`src/logic/ctr_consts.vh`:
```
`ifndef CTR_CONSTS_VH
`define CTR_CONSTS_VH

// ****************************************
// Command codes of the result registers
// ****************************************
`define CTR_CMD_CH1_CURR     8'h30
`define CTR_CMD_CH1_VOLT     8'h32
`define CTR_CMD_CH2_CURR     8'h34
`define CTR_CMD_CH2_VOLT     8'h36
`define CTR_CMD_CH3_CURR     8'h38
`define CTR_CMD_CH3_VOLT     8'h3A

// ****************************************
// Field layout and reset values
// ****************************************
`define CTR_RES_W            14
`define CTR_RES_RESET        14'h0000
`define CTR_LO_MSB           7
`define CTR_HI_MSB           13
`define CTR_HI_LSB           8

// ****************************************
// Current scaling: steps in nanoamperes per count, full scale and limit in milliamperes
// ****************************************
`define CTR_PORT_STEP_NA     89500
`define CTR_CLASS_STEP_NA    8950
`define CTR_CLASS_FINE_X     10
`define CTR_FULL_SCALE_MA    1460
`define CTR_CHAN_LIMIT_MA    1250
`define CTR_LIMIT_MULT       2

// ****************************************
// Timing
// ****************************************
`define CTR_CLK_HZ           25000000
`define CTR_REFRESH_MS       100
`define CTR_REFRESH_CYC      ((`CTR_CLK_HZ / 1000) * `CTR_REFRESH_MS)
// Last count of the refresh divider, sized to the 22-bit counter (period minus one)
`define CTR_REFRESH_LAST     22'h26259F

`endif

```
`src/logic/ctr_channel.v`:
```
`timescale 1ns/1ps
`include "ctr_consts.vh"

// ****************************************
// One channel: current and voltage result holding
// ****************************************
module ctr_channel (
    input  wire        mclk,          // System clock
    input  wire        resetn,        // Async reset, active low
    input  wire        refresh_en,    // One-cycle refresh tick
    input  wire        powered,       // Port is powered
    input  wire        port_enabled,  // Port is enabled
    input  wire        class_done,    // Classification measurement finished
    input  wire [13:0] class_count,   // Class current conversion
    input  wire        curr_done,     // Port current conversion finished
    input  wire [13:0] curr_count,    // Port current conversion
    input  wire        volt_done,     // Voltage conversion finished
    input  wire [13:0] volt_count,    // Voltage conversion
    output reg  [13:0] curr_result,   // Current result register
    output reg  [13:0] volt_result,   // Voltage result register
    output reg         class_scale,   // Result holds a class reading
    output reg         overcurrent    // Foldback disable request
);

    reg        curr_pend_q;           // Port reading waiting for refresh tick
    reg [13:0] curr_hold_q;           // Latest port reading
    wire [15:0] limit_cnt;

    // Limit threshold in port-current counts
    assign limit_cnt = 16'h3652; // ~ 1.25 A / 89.5 uA, inside the 14-bit full scale

    // Result update; class reading held until the refresh tick releases a port reading, or port off
    always @(posedge mclk or negedge resetn) begin
        if (!resetn) begin
            curr_result <= `CTR_RES_RESET;
            volt_result <= `CTR_RES_RESET;
            class_scale <= 1'b0;
            curr_pend_q <= 1'b0;
            curr_hold_q <= `CTR_RES_RESET;
            overcurrent <= 1'b0;
        end else begin
            if (!port_enabled) begin
                curr_result <= `CTR_RES_RESET;
                class_scale <= 1'b0;
                curr_pend_q <= 1'b0;
            end else if (class_done) begin
                curr_result <= class_count;
                class_scale <= 1'b1;
            end else if (powered && curr_pend_q && refresh_en) begin
                curr_result <= curr_hold_q;
                class_scale <= 1'b0;
                curr_pend_q <= 1'b0;
            end
            // Capture the latest port reading; pace release at the tick
            if (port_enabled && powered && curr_done) begin
                curr_hold_q <= curr_count;
                curr_pend_q <= 1'b1;
            end
            if (volt_done && powered)
                volt_result <= volt_count;
            // Full scale saturates at 1.46 A; the limit trips above limit_cnt, about 1.25 A, below it
            overcurrent <= powered && curr_done &&
                           ({2'b00, curr_count} > limit_cnt);
        end
    end

endmodule // ctr_channel

```
`src/logic/ctr_readout.v`:
```
`timescale 1ns/1ps
`include "ctr_consts.vh"


// ****************************************
// Telemetry readout: three channels behind a command byte port
// ****************************************
module ctr_readout (
    input  wire        mclk,            // System clock, 25 MHz
    input  wire        resetn,          // Async reset, active low
    input  wire        cmd_valid,       // Command byte strobe
    input  wire [7:0]  cmd_code,        // Command code
    input  wire        rd_req,          // Data byte read request
    output reg  [7:0]  rd_data,         // Read byte
    output reg         rd_valid,        // Read byte valid, one cycle
    output reg         rd_err,          // Unmapped command read
    input  wire [2:0]  powered,         // Per channel powered
    input  wire [2:0]  port_enabled,    // Per channel enabled
    input  wire [2:0]  class_done,      // Per channel class finished
    input  wire [41:0] class_count,     // Class counts, ch1 low
    input  wire [2:0]  curr_done,       // Per channel current done
    input  wire [41:0] curr_count,      // Current counts, ch1 low
    input  wire [2:0]  volt_done,       // Per channel voltage done
    input  wire [41:0] volt_count,      // Voltage counts, ch1 low
    output wire [2:0]  class_scale,     // Result holds class reading
    output reg  [2:0]  fold_disable     // Foldback disable per channel
);

    // ****************************************
    // Refresh divider
    // ****************************************
    reg  [21:0] div_q;          // Refresh period counter
    wire        tick;           // One-cycle refresh enable
    wire [2:0]  oc;             // Per channel overcurrent request

    // Per channel count inputs
    wire [13:0] ch1_class;
    wire [13:0] ch2_class;
    wire [13:0] ch3_class;
    wire [13:0] ch1_curr;
    wire [13:0] ch2_curr;
    wire [13:0] ch3_curr;
    wire [13:0] ch1_volt;
    wire [13:0] ch2_volt;
    wire [13:0] ch3_volt;

    // Per channel result registers
    wire [13:0] ch1_curr_res;
    wire [13:0] ch2_curr_res;
    wire [13:0] ch3_curr_res;
    wire [13:0] ch1_volt_res;
    wire [13:0] ch2_volt_res;
    wire [13:0] ch3_volt_res;

    // Sized end count, so the compare neither pads nor drops bits
    assign tick = (div_q == `CTR_REFRESH_LAST);

    // Roughly 100 ms between refresh ticks; the phase runs from reset,
    // so a port reading may wait anywhere up to one period for release
    always @(posedge mclk or negedge resetn) begin
        if (!resetn)
            div_q <= 22'h000000;
        else if (tick)
            div_q <= 22'h000000;
        else
            div_q <= div_q + 22'h000001;
    end

    // ****************************************
    // Channels
    // ****************************************
    // ****************************************
    // Packed bus split
    // ****************************************

    // Channel 1 sits in the low bits of every packed bus
    assign ch1_class = class_count[13:0];
    assign ch2_class = class_count[27:14];
    assign ch3_class = class_count[41:28];
    assign ch1_curr  = curr_count[13:0];
    assign ch2_curr  = curr_count[27:14];
    assign ch3_curr  = curr_count[41:28];
    assign ch1_volt  = volt_count[13:0];
    assign ch2_volt  = volt_count[27:14];
    assign ch3_volt  = volt_count[41:28];

    // Channel 1
    ctr_channel u_ch1 (
        .mclk         (mclk),
        .resetn       (resetn),
        .refresh_en   (tick),
        .powered      (powered[0]),
        .port_enabled (port_enabled[0]),
        .class_done   (class_done[0]),
        .class_count  (ch1_class),
        .curr_done    (curr_done[0]),
        .curr_count   (ch1_curr),
        .volt_done    (volt_done[0]),
        .volt_count   (ch1_volt),
        .curr_result  (ch1_curr_res),
        .volt_result  (ch1_volt_res),
        .class_scale  (class_scale[0]),
        .overcurrent  (oc[0])
    );

    // Channel 2
    ctr_channel u_ch2 (
        .mclk         (mclk),
        .resetn       (resetn),
        .refresh_en   (tick),
        .powered      (powered[1]),
        .port_enabled (port_enabled[1]),
        .class_done   (class_done[1]),
        .class_count  (ch2_class),
        .curr_done    (curr_done[1]),
        .curr_count   (ch2_curr),
        .volt_done    (volt_done[1]),
        .volt_count   (ch2_volt),
        .curr_result  (ch2_curr_res),
        .volt_result  (ch2_volt_res),
        .class_scale  (class_scale[1]),
        .overcurrent  (oc[1])
    );

    // Channel 3
    ctr_channel u_ch3 (
        .mclk         (mclk),
        .resetn       (resetn),
        .refresh_en   (tick),
        .powered      (powered[2]),
        .port_enabled (port_enabled[2]),
        .class_done   (class_done[2]),
        .class_count  (ch3_class),
        .curr_done    (curr_done[2]),
        .curr_count   (ch3_curr),
        .volt_done    (volt_done[2]),
        .volt_count   (ch3_volt),
        .curr_result  (ch3_curr_res),
        .volt_result  (ch3_volt_res),
        .class_scale  (class_scale[2]),
        .overcurrent  (oc[2])
    );

    // Foldback disable latches until the port is disabled;
    // a disable wins over a same-cycle trip, as the port is off anyway
    always @(posedge mclk or negedge resetn) begin
        if (!resetn)
            fold_disable <= 3'h0;
        else
            fold_disable <= (fold_disable | oc) & port_enabled;
    end

    // ****************************************
    // Command decode and two-byte read
    // ****************************************
    reg  [7:0]  cmd_q;
    reg         byte_q;     // 0: low byte next, 1: high byte next
    reg  [13:0] snap_q;     // High byte comes from the same snapshot
    reg  [13:0] sel;
    reg         hit;

    // Register select; unmapped codes answer with an error and a zero byte.
    // Current words stay mapped so a class reading can be read back.
    always @* begin
        hit = 1'b1;
        sel = `CTR_RES_RESET;
        case (cmd_q)
            `CTR_CMD_CH1_CURR: sel = ch1_curr_res;
            `CTR_CMD_CH1_VOLT: sel = ch1_volt_res;
            `CTR_CMD_CH2_CURR: sel = ch2_curr_res;
            `CTR_CMD_CH2_VOLT: sel = ch2_volt_res;
            `CTR_CMD_CH3_CURR: sel = ch3_curr_res;
            `CTR_CMD_CH3_VOLT: sel = ch3_volt_res;
            default:           hit = 1'b0;
        endcase
    end

    // Low byte first, then high byte; a third read restarts the pair.
    // The high byte comes from the snapshot taken with the low byte, so a
    // conversion landing between the two reads cannot tear the word.
    always @(posedge mclk or negedge resetn) begin
        if (!resetn) begin
            cmd_q    <= 8'h00;
            byte_q   <= 1'b0;
            snap_q   <= `CTR_RES_RESET;
            rd_data  <= 8'h00;
            rd_valid <= 1'b0;
            rd_err   <= 1'b0;
        end else begin
            rd_valid <= 1'b0;
            rd_err   <= 1'b0;
            if (cmd_valid) begin
                cmd_q  <= cmd_code;
                byte_q <= 1'b0;
            end else if (rd_req) begin
                rd_valid <= 1'b1;
                rd_err   <= ~hit;
                if (!hit) begin
                    rd_data <= 8'h00;
                end else if (!byte_q) begin
                    snap_q  <= sel;
                    rd_data <= sel[`CTR_LO_MSB:0];
                    byte_q  <= 1'b1;
                end else begin
                    rd_data <= {2'b00, snap_q[`CTR_HI_MSB:`CTR_HI_LSB]};
                    byte_q  <= 1'b0;
                end
            end
        end
    end

endmodule // ctr_readout

```
`config.mk`:
```
export PLATFORM = sky130hd
export DESIGN_NAME = ctr_readout
export DESIGN_NICKNAME = d
export VERILOG_FILES = /design/src/logic/ctr_channel.v /design/src/logic/ctr_readout.v
export VERILOG_INCLUDE_DIRS = /design/src /design/src/logic
export SDC_FILE = /design/constraint.sdc
export NUM_CORES = 1
export LEC_CHECK = 0
export ABC_AREA = 1
export BUFFER_PORTS_ARGS = -buffer_cell sky130_fd_sc_hd__buf_4
export CORE_MARGIN = 5
export CORE_UTILIZATION = 35
export DETAILED_ROUTE_END_ITERATION = 8
export GPL_TIMING_DRIVEN = 0
export PLACE_DENSITY = 0.63
export SLEW_MARGIN = 20
export SYNTH_ARGS = -nofsm -noshare
export SYNTH_HDL_FRONTEND = slang
export SYNTH_SLANG_ARGS = --single-unit
export TNS_END_PERCENT = 100
```
`constraint.sdc`:
```
create_clock -name mclk -period 1.95 [get_ports mclk]
set_clock_uncertainty 0.15 [all_clocks]
set_input_delay 0.2925 -clock mclk [delete_from_list [all_inputs] [get_ports mclk]]
set_output_delay 0.2925 -clock mclk [all_outputs]
set_load 0.05 [all_outputs]
```
# Yosys cells after proc, flatten, opt, wreduce, memory -nomap -nowiden
# Index checks and enable logic that the tools add are counted.
# Widths: inputs -> output; s select.
# word_totals
inputBits	153
output_inout_bits	16
latchBits	0
mem_bits_rw	0
mem_count	0
regBits	193
mem_bits_ro	0
# classes
div_mod_pow	0
n_eq_ne	16
mux	40
addsub	1
n_shift	0
magnitude_cmp	3
mul	0
n_reduce_logical	30
n_bitwise	5
# ops
operator	n
$mux 14	9
$pmux 14 s6	1
$eq 8x6->1 const B	6
$gt 14x14->1 const B	3
$mux 1	27
$add 22x1->22 const B	1
$eq 22x22->1 const B	1
$mux 22	1
$logic_and 1x1->1	21
$ne 3x1->1 const B	6
$mux 8	2
$reduce_and 2->1	5
$ne 3x2->1 const B	3
$reduce_or 6->1	1
$reduce_and 4->1	1
$reduce_bool 2->1	2
$and 3x3->3	1
$not 1->1	3
$or 3x3->3	1

# Logic depth before layout (Yosys ltp)
# Gate-level depths: netlist (run 1).
# logic_depth
word_depth	6
depth_mapped	14

# Modules after synthesis
# Synthesis (run 1) repeated with hierarchy kept, for this count alone.
# unflattened
cells_unflattened	1178
area_unflattened_um2	9317.7
# modules_own_cells
module	cells_per_inst	seq_area_each_um2	area_each_um2	instances
ctr_channel	238	1126.1	2038.2	3
ctr_readout	464	1251.2	3203.1	1

# Worst setup path before layout (run 1)
# No wires, ideal clock.
# synth_timing
path_kind	register to register
start	register div_q[0]
end	register u_ch2.curr_result[10]
arrival_ns	1.497
n_path_buf	1
required_ns	1.683
setup_slack_ns	0.186
path_stages_with_launch	10
cell_sequence	dfrtp_1 ha_1 nand2_2 nor2_4 nand4_2 nor3_4 nand3b_4 buf_2 nand3_1 nand2_1
# synth_via
elab_chain_cells	3
# synth_rtl
item	line_no	text
from (decl)	ctr_readout.v:32	reg [21:0] div_q;
from (signal assigned)	ctr_readout.v:66	div_q <= div_q + 22'h000001;
$eq 22x22->1 (no line)	n/a	
$logic_and 1x1->1	ctr_channel.v:49	end else if (powered && curr_pend_q && refresh_en) begin
$ne 3x1->1 (no line)	n/a	
to (signal assigned)	ctr_channel.v:43	curr_result <= `CTR_RES_RESET;
to (signal assigned)	ctr_channel.v:47	curr_result <= class_count;
to (signal assigned)	ctr_channel.v:50	curr_result <= curr_hold_q;
to (decl)	ctr_channel.v:19	output reg [13:0] curr_result,
# Every way passes these cells.
# A chain may end at the register's enable or synchronous reset.

# Final worst setup path (run 1)
# layout_timing
start	register div_q[0]
end	register u_ch1.curr_result[12]
# layout_via
elab_chain_cells	3
# layout_rtl
item	line_no
$eq 22x22->1 (no line)	n/a
$logic_and 1x1->1	ctr_channel.v:49
$ne 3x1->1 (no line)	n/a
to (signal assigned)	ctr_channel.v:43
to (signal assigned)	ctr_channel.v:47
to (signal assigned)	ctr_channel.v:50
to (decl)	ctr_channel.v:19
# Every way passes these cells.

==> qor.log, run 1 <==
qor: run_status.status completed
qor: synth.post_synth_top_flop sky130_fd_sc_hd__dfrtp_1
qor: route.post_drt_via_cell_ratio 4.76
qor: route.firstDrtPassIters 5
qor: global_route.globalRoute.totalOverflow 0
qor: synth.post-synth-top-count-cell sky130_fd_sc_hd__nand2_1
qor: critical_path.worst_path_dominant_cell_family simple AND/OR/NAND/NOR gates
qor: synth.combined_area_of_all_synthesized_cells 0.00920 sq mm
qor: placed_design.place.detailed.hpwl 20.3 mm
qor: final_layout.nNetsFinal 1591
qor: final_layout.n_antenna_cell 0
qor: cts.cell_at_the_root_of_the_clock_tree sky130_fd_sc_hd__clkbuf_16
qor: critical_path.worst_ep_required_time 2.17 ns
qor: critical_path.crit_path_start div_q[0]
qor: route.route.detailed.drc 0
qor: placed_design.place.port_buffers 162
qor: final_layout.drive_above_1_share 0.237
qor: synth.synth.net_count 1288
qor: worst_hold_path.holdCritStartpoint curr_count[26]
qor: critical_path.crit_end u_ch1.curr_result[12]
qor: cts.cts_buffers 17
qor: synth.yosysTopAreaCell sky130_fd_sc_hd__dfrtp_1
qor: synth.synth.distinct_cells 34
qor: critical_path.path_buf_inv 2
qor: cts.cts_buffer_depth 2
qor: critical_path.setup_crit_start_kind flop
qor: global_route.wire_length_of_the_first_global_routing_pass 42.5 mm
qor: synth.ys_ff_latch 185
qor: sta.finalHoldViolations 0
qor: placed_design.dp_slack -0.150 ns
qor: global_route.grt.total_usage 0.182
qor: die.start_util 0.354
qor: critical_path.timing.reg2reg.worst_path_depth 11
qor: cts.cts.clk_slew.worst_paths 0.07 ns
qor: die.floorplan.io_pins 169
qor: route.dr.first_iter.drc_count 551
qor: sta.final_max_slew_viol_count 0
qor: cts.ctsHtreeMaxLevel 4
qor: synth.syn-instance-count 1134
qor: global_route.vias_in_the_first_global_route 8424
qor: sta.setup_viol 0
qor: synth.edff_count_synth 0
qor: sta.slew-limit-headroom 0.583
qor: synth.cell_types_with_the_largest_area_share_after_synthesis sky130_fd_sc_hd__dfrtp_1 50%, sky130_fd_sc_hd__nand2_1 16%, sky130_fd_sc_hd__nand3_1 8.3%
qor: synth.netlist_top_cells_count 390 x sky130_fd_sc_hd__nand2_1, 185 x sky130_fd_sc_hd__dfrtp_1, 152 x sky130_fd_sc_hd__nand3_1, 97 x sky130_fd_sc_hd__inv_1, 71 x sky130_fd_sc_hd__nor2_1
qor: die.num_rows 59
qor: worst_hold_path.hold_path.class in2reg
qor: power.max-vdd-ir-drop 0.445 mV
qor: final_layout.final.fill_count 2530
qor: cts.cts_sinks 185
qor: route.postRouteWirelength 27.1 mm
qor: route.detail-route-antenna-nets 0
qor: sta.timing_worst_slew_pin_value 0.626 ns
qor: power.power 9.41 mW
qor: route.avgRoutedWirePerCell 15.2 um
qor: critical_path.timing.critical_path.cells ha_4 > nand2_4 > nor2_4 > nand4_2 > nor3_4 > buf_4 > nand3b_4 > nand2_4 > buf_6 > nand2_1 > nand2_1
qor: final_layout.area_growth_syn_to_layout 39.3%
qor: power.leakagePower 6.67 nW
qor: synth.synth_top_area_frac 0.503
qor: critical_path.crit_arrival 2.08 ns
qor: sta.timing.final.ws_setup 0.0870 ns
qor: critical_path.critical_path.reg2reg.endpoint u_ch1.curr_result[12]
qor: critical_path.timing.reg2reg.setup_slack 0.09 ns
qor: critical_path.crit_fanout 10
qor: worst_hold_path.min_delay_path_depth 3
qor: synth.async_reset_ff_frac 1.00
qor: cts.source_to_sink_clock_delay_at_the_later_pin_of_the_worst_skew_pair 0.44 ns
qor: die.fp.dieW 172 um
qor: sta.minimum_period_implied_by_the_final_worst_setup_slack 1.86 ns
qor: die.floorplan.die.height 172 um
qor: placed_design.gp_congestion 0.916
qor: synth.yosys_warning_total 0
qor: global_route.grt_antenna_before_repair 2
qor: global_route.grt_start_max_net_pins 80
qor: route.route.vias.total 8498
qor: critical_path.r2r_start div_q[0]
qor: die.dieArea 0.0296 sq mm
qor: critical_path.cpMaxStageDelayCell sky130_fd_sc_hd__dfrtp_1
qor: cts.tritoncts done
qor: synth.synth_seq_area_share 0.503
qor: sta.min_period_over_period 0.955
qor: synth.synth_area_per_cell 8.12 sq um
qor: die.coreArea 0.0260 sq mm
qor: sta.unrepaired_setup_endpoints_after_global_routing yes
qor: power.pwr_density_cell 734 mW/mm^2
qor: critical_path.slowest_delay 0.40 ns
qor: sta.finalHoldWorstSlack 0.00627 ns
qor: sta.fmax 0.537 GHz
qor: critical_path.path_depth 11
qor: job.max_cap_violations 0
qor: critical_path.critical_path_class reg2reg
qor: critical_path.endpoint_kind flop
[layout by cell type (no fill, tap or decap), drive strengths merged, types with 4 or more instances in the layout]
cell         count
a21oi           34
dfrtp          185
xor2             6
nor3             8
nand3          152
o21ai           47
mux2            56
nand2          394
clkinvlp         4
clkinv           4
clkbuf          44
inv            101
buf            215
nand3b           4
nor2            77
nand4           11
dlygate4sd3     95
[how the worst min path moves through the flow]
stage,endpoint,slack [ns]
after floorplan,byte_q,-0.15
after global placement,fold_disable[2],0.30
after detailed placement,u_ch2.volt_result[9],0.1
after CTS,u_ch2.curr_hold_q[12],0.0002
after global routing,u_ch2.curr_hold_q[12],0.01
final,u_ch2.curr_hold_q[12],0.006
[state kept, by name, summed over array words and instances (netlist names), 3 cells and up]
signal / cells
u_ch3.volt_result: 14
fold_disable: 3
div_q: 22
u_ch3.curr_result: 14
u_ch2.volt_result: 14
u_ch2.curr_hold_q: 14
u_ch1.curr_result: 14
u_ch3.curr_hold_q: 14
u_ch1.volt_result: 14
cmd_q: 8
u_ch2.curr_result: 14
rd_data: 8
snap_q: 6
u_ch1.curr_hold_q: 14
[timing repair]
action / 4_1_cts / 5_1_grt
setup buffers: 4 / 19
pin swaps: 2 / 13
endpoints found under the setup margin: 48 / 49
hold buffers: 95 / 0
hold endpoints to repair: 140 / 0
resized for setup: 11 / 52
gates cloned: 0 / 2
[logic make-up after synthesis]
kind of cell             count (synthesis)  synth area share
AND/OR/NAND/NOR                        651             0.305
flip-flops                             185             0.503
buffers and inverters                  149            0.0676
AO/OA/AOI/OAI                           85            0.0476
multiplexers                            56            0.0685
XOR/XNOR                                 7           0.00666
adder cells (fa/ha/maj)                  1           0.00136
[worst register-to-register path, cell delays in order, from the launching register on]
cell and delay [ns]:
sky130_fd_sc_hd__dfrtp_1 0.40, sky130_fd_sc_hd__ha_4 0.16, sky130_fd_sc_hd__nand2_4 0.07, sky130_fd_sc_hd__nor2_4 0.11, sky130_fd_sc_hd__nand4_2 0.10, sky130_fd_sc_hd__nor3_4 0.14
sky130_fd_sc_hd__buf_4 0.15, sky130_fd_sc_hd__nand3b_4 0.12, sky130_fd_sc_hd__nand2_4 0.12, sky130_fd_sc_hd__buf_6 0.13, sky130_fd_sc_hd__nand2_1 0.09, sky130_fd_sc_hd__nand2_1 0.07
[layer usage]
metal	share of wire	GRT usage	routed length (um)
met1	0.44	0.246	11800
met2	0.49	0.302	13300
met3	0.050	0.0286	1350
met4	0.021	0.0550	558
met5	0.00092	0	25
[power breakdown]
part | internal (mW) | total, mW | switching [mW]
Sequential | 4.23 | 4.50 | 0.265
Clock | 2.00 | 3.53 | 1.52
Combinational | 0.704 | 1.38 | 0.679
[per-stage QoR]
| step | instance area (sq um) | utilization | std cells | setup TNS [ns] |
|---|---|---|---|---|
| 6_report | 12800 | 0.493 | 1785 | 0 |
| 5_1_grt | 12800 | 0.493 | 1785 | -0.0593 |
| 4_1_cts | 12500 | 0.482 | 1764 | 0 |
| 3_5_place_dp | 10900 | 0.419 | 1633 | -2.93 |
| 3_3_place_gp | 10800 | 0.417 | 1631 | -143.76 |
| 2_1_floorplan | 9200 | - | 1134 | 0 |
[area by class of cell]
class / count / area, sq um / share of cell area
plain buffers: 50 / 298 / 0.0232
inverters: 99 / 377 / 0.0294
flip-flops and latches: 185 / 4630 / 0.361
multi-input cells: 800 / 4070 / 0.318
repair buffers: 284 / 2420 / 0.189
clock inverters: 12 / 139 / 0.0108
clock buffers: 20 / 467 / 0.0364
well taps: 335 / 419 / 0.0327
(Power assumes the default switching activity.)
==> run 2, diff against run 1 <==
==> constraint.sdc (replaced) <==
create_clock -name mclk -period 1.95 [get_ports mclk]
set_clock_uncertainty 0.15 [all_clocks]
set_input_delay 0.0975 -clock mclk [delete_from_list [all_inputs] [get_ports mclk]]
set_output_delay 0.0975 -clock mclk [all_outputs]
set_load 0.05 [all_outputs]
==> qor.log, run 2 (synthesis gave the netlist of run 1 again) <==
qor: die.floorplan.die.height 172 um [unchanged]
qor: route.dr.first_iter.drc_count 699 [+27%]
qor: route.firstDrtPassIters 5 [unchanged]
qor: power.max-vdd-ir-drop 0.444 mV [-0.42%]
qor: cts.cell_at_the_root_of_the_clock_tree sky130_fd_sc_hd__clkbuf_16
qor: placed_design.dp_cells 1633 [unchanged]
qor: final_layout.n_antenna_cell 0 [unchanged]
qor: power.leakagePower 6.96 nW [+4.3%]
qor: global_route.grt_antenna_before_repair 2 [unchanged]
qor: cts.cts_buffers 17 [unchanged]
qor: cts.cts_buffer_depth 2 [unchanged]
qor: sta.min_period_over_period 0.954 [-0.00168]
qor: worst_hold_path.hold_path.class in2reg
qor: cts.tritoncts done
qor: final_layout.top_register div_q
qor: sta.unrepaired_setup_endpoints_after_global_routing yes
qor: final_layout.largest_register_ff_count 22 [unchanged]
qor: die.fp.dieW 172 um [unchanged]
qor: final_layout.layout.cells.most_common_list 382 x sky130_fd_sc_hd__nand2_1, 190 x sky130_fd_sc_hd__buf_4, 185 x sky130_fd_sc_hd__dfrtp_1, 161 x sky130_fd_sc_hd__dlygate4sd3_1, 151 x sky130_fd_sc_hd__nand3_1
qor: die.num_rows 59 [unchanged]
qor: final_layout.fin_cells 1852 [+3.8%]
qor: run_status.status completed
qor: cts.cts_sinks 185 [unchanged]
qor: sta.setup_viol 0 [unchanged]
qor: final_layout.drive_above_1_share 0.229 [-0.00850]
qor: route.postRouteWirelength 28.5 mm [+5.2%]
qor: final_layout.nNetsFinal 1658 [+4.2%]
qor: die.coreArea 0.0260 sq mm [unchanged]
qor: sta.finalHoldViolations 0 [unchanged]
qor: cts.ctsHtreeMaxLevel 4 [unchanged]
qor: critical_path.crit_fanout 7 [-3]
qor: global_route.grt.total_usage 0.191 [+0.00959]
qor: sta.minimum_period_implied_by_the_final_worst_setup_slack 1.86 ns [-0.00328 ns]
qor: route.detail-route-antenna-nets 0 [unchanged]
qor: global_route.vias_in_the_first_global_route 8835 [+4.9%]
qor: route.avgRoutedWirePerCell 15.4 um [+1.4%]
qor: critical_path.setup_crit_start_kind flop
qor: die.start_util 0.354 [unchanged]
qor: sta.fmax 0.538 GHz [+0.18%]
qor: placed_design.dp_slack -0.150 ns [unchanged]
qor: sta.slew-limit-headroom 0.580 [-0.00288]
qor: global_route.wire_length_of_the_first_global_routing_pass 44.7 mm [+5.2%]
qor: critical_path.crit_arrival 2.08 ns [about the same]
qor: final_layout.area_growth_syn_to_layout 46.6%
qor: final_layout.layout_commonest_cell sky130_fd_sc_hd__nand2_1
qor: global_route.grt_start_max_net_pins 80 [unchanged]
qor: placed_design.gp_congestion 0.916 [unchanged]
qor: global_route.globalRoute.totalOverflow 0 [unchanged]
qor: placed_design.place.port_buffers 162 [unchanged]
qor: route.post_drt_via_cell_ratio 4.77 [+0.26%]
qor: route.route.detailed.drc 0 [unchanged]
qor: critical_path.endpoint_kind flop
qor: power.pwr_density_cell 708 mW/mm^2 [-3.6%]
qor: sta.timing.final.ws_setup 0.0903 ns [+0.00328 ns]
qor: cts.source_to_sink_clock_delay_at_the_later_pin_of_the_worst_skew_pair 0.43 ns [about the same]
qor: cts.cts.clk_slew.worst_paths 0.07 ns [about the same]
qor: sta.setup-tns-final 0 ns [unchanged]
qor: route.route.vias.total 8840 [+4.0%]
qor: placed_design.place.detailed.hpwl 20.3 mm [unchanged]
qor: sta.timing_worst_slew_pin_value 0.630 ns [+0.00431 ns]
qor: critical_path.critical_path_class reg2reg
qor: sta.final_max_slew_viol_count 0 [unchanged]
qor: die.dieArea 0.0296 sq mm [unchanged]
qor: die.floorplan.io_pins 169 [unchanged]
qor: critical_path.worst_ep_required_time 2.17 ns [about the same]
qor: job.max_cap_violations 0 [unchanged]
[run 2: worst paths after layout]
path                            slack [ns]              endpoint    startpoint  cells past startpoint
worst max register to register        0.09  u_ch3.curr_result[8]      div_q[1]                     10
worst min register to register        0.32             snap_q[8]     snap_q[8]                      2
min in group asynchronous             0.03  u_ch2.volt_result[9]        resetn                      2
worst min-delay path                  0.01  u_ch1.volt_result[2]  volt_done[0]                      3
max in group asynchronous             0.89              div_q[2]        resetn                      3
worst max-delay path                  0.09  u_ch3.curr_result[8]      div_q[1]                     10
[run 2: critical path, stage by stage, from the launching register on]
cell and delay (ns):
sky130_fd_sc_hd__dfrtp_1 0.40, sky130_fd_sc_hd__ha_4 0.16, sky130_fd_sc_hd__nand2_4 0.07, sky130_fd_sc_hd__nor2_4 0.12, sky130_fd_sc_hd__nand2_2 0.08, sky130_fd_sc_hd__nor3_4 0.26, sky130_fd_sc_hd__nand3b_4 0.18, sky130_fd_sc_hd__nand2_4 0.15
sky130_fd_sc_hd__buf_6 0.13, sky130_fd_sc_hd__nand2_2 0.05, sky130_fd_sc_hd__nand2_1 0.05
[run 2: final cells by class]
cell class | count | area, sq um
flip-flops and latches | 185 | 4630
clock buffers | 20 | 467
plain buffers | 50 | 287
well taps | 335 | 419
fillers | 2424 | 12500
multi-input cells | 800 | 4090
clock inverters | 12 | 139
repair buffers | 351 | 3090
inverters | 99 | 374
[run 2: report_power, final]
part           internal [mW]  leakage [nW]  total [mW]  switching [mW]
sequential              4.23          2.33        4.50           0.269
clock                   2.00         0.286        3.52            1.51
combinational          0.812          4.35        1.53           0.716
total                   7.05          6.96        9.55            2.50
[run 2: metal layers]
layer | routed length [um] | global-route usage
met4 | 680 | 0.0615
met3 | 1450 | 0.0293
met1 | 12100 | 0.252
met2 | 14200 | 0.325
met5 | 25 | 0
[run 2: repair_timing]
action,4_1_cts,5_1_grt
hold buffers,163,0
endpoints found under the hold margin,333,0
cloned,0,2
endpoints found under the setup margin,48,51
pin swaps,2,14
resized for setup,11,49
setup buffers,4,20
[run 2: per-stage QoR]
| step | util | power, mW | area [sq um] | hold slack, ns |
|---|---|---|---|---|
| after floorplan | - | 5.11 | 9200 | -0.348 |
| after global placement | 0.417 | 5.70 | 10800 | 0.163 |
| after detailed placement | 0.419 | 5.75 | 10900 | -0.0982 |
| after CTS | 0.508 | 9.57 | 13200 | 0.00498 |
| after global routing | 0.519 | 9.97 | 13500 | 0.0332 |
| final | 0.519 | 9.55 | 13500 | 0.0112 |
==> run 3, diff against run 2 <==
- BUFFER_PORTS_ARGS: -buffer_cell sky130_fd_sc_hd__buf_4 -> -buffer_cell sky130_fd_sc_hd__buf_2
==> qor.log, run 3 (synthesis gave the netlist of run 1 again) <==
qor: final_layout.largest_register_ff_count 22 [unchanged]
qor: cts.cts.clk_slew.worst_paths 0.07 ns [about the same]
qor: final_layout.final.fill_count 2401 [-0.95%]
qor: sta.minimum_period_implied_by_the_final_worst_setup_slack 1.90 ns [+0.0378 ns]
qor: placed_design.place.port_buffers 162 [unchanged]
qor: sta.unrepaired_setup_endpoints_after_global_routing yes
qor: worst_hold_path.hold_path.class in2reg
qor: route.avgRoutedWirePerCell 15.6 um [+1.3%]
qor: sta.fmax 0.527 GHz [-2.0%]
qor: power.pwr_density_cell 737 mW/mm^2 [+4.1%]
qor: cts.cell_at_the_root_of_the_clock_tree sky130_fd_sc_hd__clkbuf_16
qor: die.coreArea 0.0260 sq mm [unchanged]
qor: power.max-vdd-ir-drop 0.365 mV [-18%]
qor: worst_hold_path.min_to u_ch1.curr_result[12]
qor: route.dr.first_iter.drc_count 694 [-0.72%]
qor: die.floorplan.io_pins 169 [unchanged]
qor: critical_path.crit_arrival 2.11 ns [+0.03 ns]
qor: cts.source_to_sink_clock_delay_at_the_later_pin_of_the_worst_skew_pair 0.44 ns [about the same]
qor: job.max_cap_violations 0 [unchanged]
qor: power.power.share.sequential 0.464 [-0.007]
qor: global_route.vias_in_the_first_global_route 8749 [-0.97%]
qor: critical_path.critical_path.reg2reg.endpoint u_ch1.curr_result[7]
qor: final_layout.area_growth_syn_to_layout 43.1%
qor: route.detail-route-antenna-nets 0 [unchanged]
qor: final_layout.top_register div_q
qor: final_layout.layout.cells.most_common_list 378 x sky130_fd_sc_hd__nand2_1, 185 x sky130_fd_sc_hd__dfrtp_1, 172 x sky130_fd_sc_hd__buf_2, 165 x sky130_fd_sc_hd__dlygate4sd3_1, 151 x sky130_fd_sc_hd__nand3_1
qor: placed_design.dp_slack -0.145 ns [+0.00506 ns]
qor: critical_path.critical_path_class reg2reg
qor: critical_path.timing.reg2reg.worst_path_depth 11 [+1]
qor: sta.finalHoldViolations 0 [unchanged]
qor: route.route.detailed.drc 0 [unchanged]
qor: critical_path.worst_ep_required_time 2.17 ns [about the same]
qor: power.clockPowerShare 0.385 [+0.016]
qor: power.power.switching 2.51 mW [+0.44%]
qor: power.switching_share 0.259 [-0.00302]
qor: power.power 9.70 mW [+1.6%]
qor: power.p_comb_frac 0.151 [-0.009]
qor: global_route.grt_start_max_net_pins 100 [+25%]
qor: critical_path.timing.reg2reg.setup_slack 0.05 ns [-0.04 ns]
qor: global_route.grt_antenna_before_repair 2 [unchanged]
qor: cts.cts_buffer_depth 2 [unchanged]
qor: route.firstDrtPassIters 5 [unchanged]
qor: final_layout.nNetsFinal 1661 [+0.18%]
qor: critical_path.endpoint_kind flop
qor: cts.cts_buffers 17 [unchanged]
qor: global_route.globalRoute.totalOverflow 0 [unchanged]
qor: placed_design.gp_congestion 0.921 [+0.58%]
qor: sta.setup_viol 0 [unchanged]
qor: placed_design.place.detailed.hpwl 19.9 mm [-1.6%]
qor: power.design_internal_power 7.19 mW [+2.0%]
qor: worst_hold_path.holdCritStartpoint class_done[0]
qor: power.leakagePower 6.85 nW [-1.6%]
qor: sta.finalHoldWorstSlack 0.0298 ns [+0.0187 ns]
qor: run_status.status completed
qor: global_route.wire_length_of_the_first_global_routing_pass 44.9 mm [+0.32%]
qor: sta.timing_worst_slew_pin_value 0.691 ns [+0.0606 ns]
qor: route.post_drt_via_cell_ratio 4.85 [+1.5%]
qor: sta.final_max_slew_viol_count 0 [unchanged]
qor: sta.setup-tns-final 0 ns [unchanged]
qor: critical_path.setup_crit_start_kind flop
qor: route.postRouteWirelength 28.9 mm [+1.5%]
qor: global_route.grt.total_usage 0.192 [+0.000858]
qor: die.dieArea 0.0296 sq mm [unchanged]
qor: cts.ctsHtreeMaxLevel 4 [unchanged]
qor: final_layout.postLayoutCellArea 0.0132 sq mm [-2.4%]
qor: final_layout.drive_above_1_share 0.232 [+0.00299]
qor: die.num_rows 59 [unchanged]
qor: sta.min_period_over_period 0.973 [+0.0194]
qor: critical_path.crit_path_start div_q[1]
qor: die.floorplan.die.height 172 um [unchanged]
qor: cts.tritoncts done
qor: critical_path.crit_fanout 7 [unchanged]
qor: cts.cts_sinks 185 [unchanged]
qor: die.start_util 0.354 [unchanged]
qor: critical_path.r2r_start div_q[1]
qor: placed_design.placed_area 0.0105 sq mm [-3.9%]
qor: sta.slew-limit-headroom 0.540 [-0.0404]
qor: route.route.vias.total 8988 [+1.7%]
qor: die.fp.dieW 172 um [unchanged]
qor: sta.timing.final.ws_setup 0.0525 ns [-0.0378 ns]
qor: worst_hold_path.min_delay_path_depth 5 [+2]
qor: final_layout.layout_commonest_cell sky130_fd_sc_hd__nand2_1
==> run 3: cell count changes in the layout (fill, tap and decap cells not counted), sizes merged, moves of 2 or more <==
| cell | delta |
|---|---|
| inv | -3 |
| dlygate4sd3 | +4 |
| bufinv | +2 |
| buf | -2 |
| clkbuf | +2 |
==> run 3: layer usage <==
metal,global-route usage,vias to the layer above,share of wire
met5,0,-,0.00086
met4,0.0673,4,0.026
met3,0.0313,64,0.048
met2,0.325,275,0.49
met1,0.251,4245,0.43
li1,-,4400,-
==> run 3: through the flow <==
stage / utilization / instances
6_report: 0.507 / 1855
5_1_grt: 0.507 / 1854
4_1_cts: 0.494 / 1834
3_5_place_dp: 0.403 / 1632
3_3_place_gp: 0.401 / 1631
2_1_floorplan: - / 1134
==> run 3: what timing repair did <==
action,CTS,global route
gates resized for setup,11,59
hold endpoints to repair,234,0
cloned,0,4
setup endpoints to repair,48,62
hold buffers,167,0
pin swaps,2,16
setup buffers,4,20
==> run 3: power by group through the flow <==
stage                     sequential (mW)  combinational [mW]  clock [mW]
final                                4.50                1.46        3.73
after global routing                 4.54                1.62        3.94
after CTS                            4.50                1.38        3.79
after detailed placement             4.57                1.09           0
after global placement               4.56                1.05           0
after floorplan                      4.46               0.652           0
==> run 3: area by class of cell <==
| cell class | instances | area (sq um) | share of cell area |
|---|---|---|---|
| Buffer | 49 | 288 | 0.0219 |
| Clock buffer | 21 | 460 | 0.0350 |
| Timing Repair Buffer | 355 | 2730 | 0.207 |
| Sequential cell | 185 | 4630 | 0.352 |
| Multi-Input combinational cell | 800 | 4100 | 0.311 |
| Antenna cell | 1 | 2.50 | 0.000190 |
| Clock inverter | 10 | 169 | 0.0128 |
| Tap cell | 335 | 419 | 0.0318 |
| Inverter | 99 | 377 | 0.0286 |
==> run 3: critical path: stages (launching register included) <==
cell and delay, ns:
sky130_fd_sc_hd__dfrtp_1 0.39, sky130_fd_sc_hd__ha_4 0.17, sky130_fd_sc_hd__nand2_4 0.06, sky130_fd_sc_hd__nor2_4 0.12, sky130_fd_sc_hd__nand4_4 0.09, sky130_fd_sc_hd__nor3_4 0.17
sky130_fd_sc_hd__buf_6 0.13, sky130_fd_sc_hd__nand3b_4 0.13, sky130_fd_sc_hd__nand2_4 0.14, sky130_fd_sc_hd__buf_6 0.12, sky130_fd_sc_hd__nand2_1 0.06, sky130_fd_sc_hd__nand2_1 0.07
==> run 3: worst max-delay path by stage <==
stage	to	slack [ns]	depth (start not counted)
final	u_ch1.curr_result[7]	0.05	11
after global routing	u_ch1.curr_result[9]	-0.06	11
after CTS	snap_q[11]	0.009	12
after detailed placement	u_ch2.curr_pend_q	-0.15	10
after global placement	u_ch1.volt_result[0]	-2.42	1
after floorplan	u_ch2.curr_result[10]	0.19	9
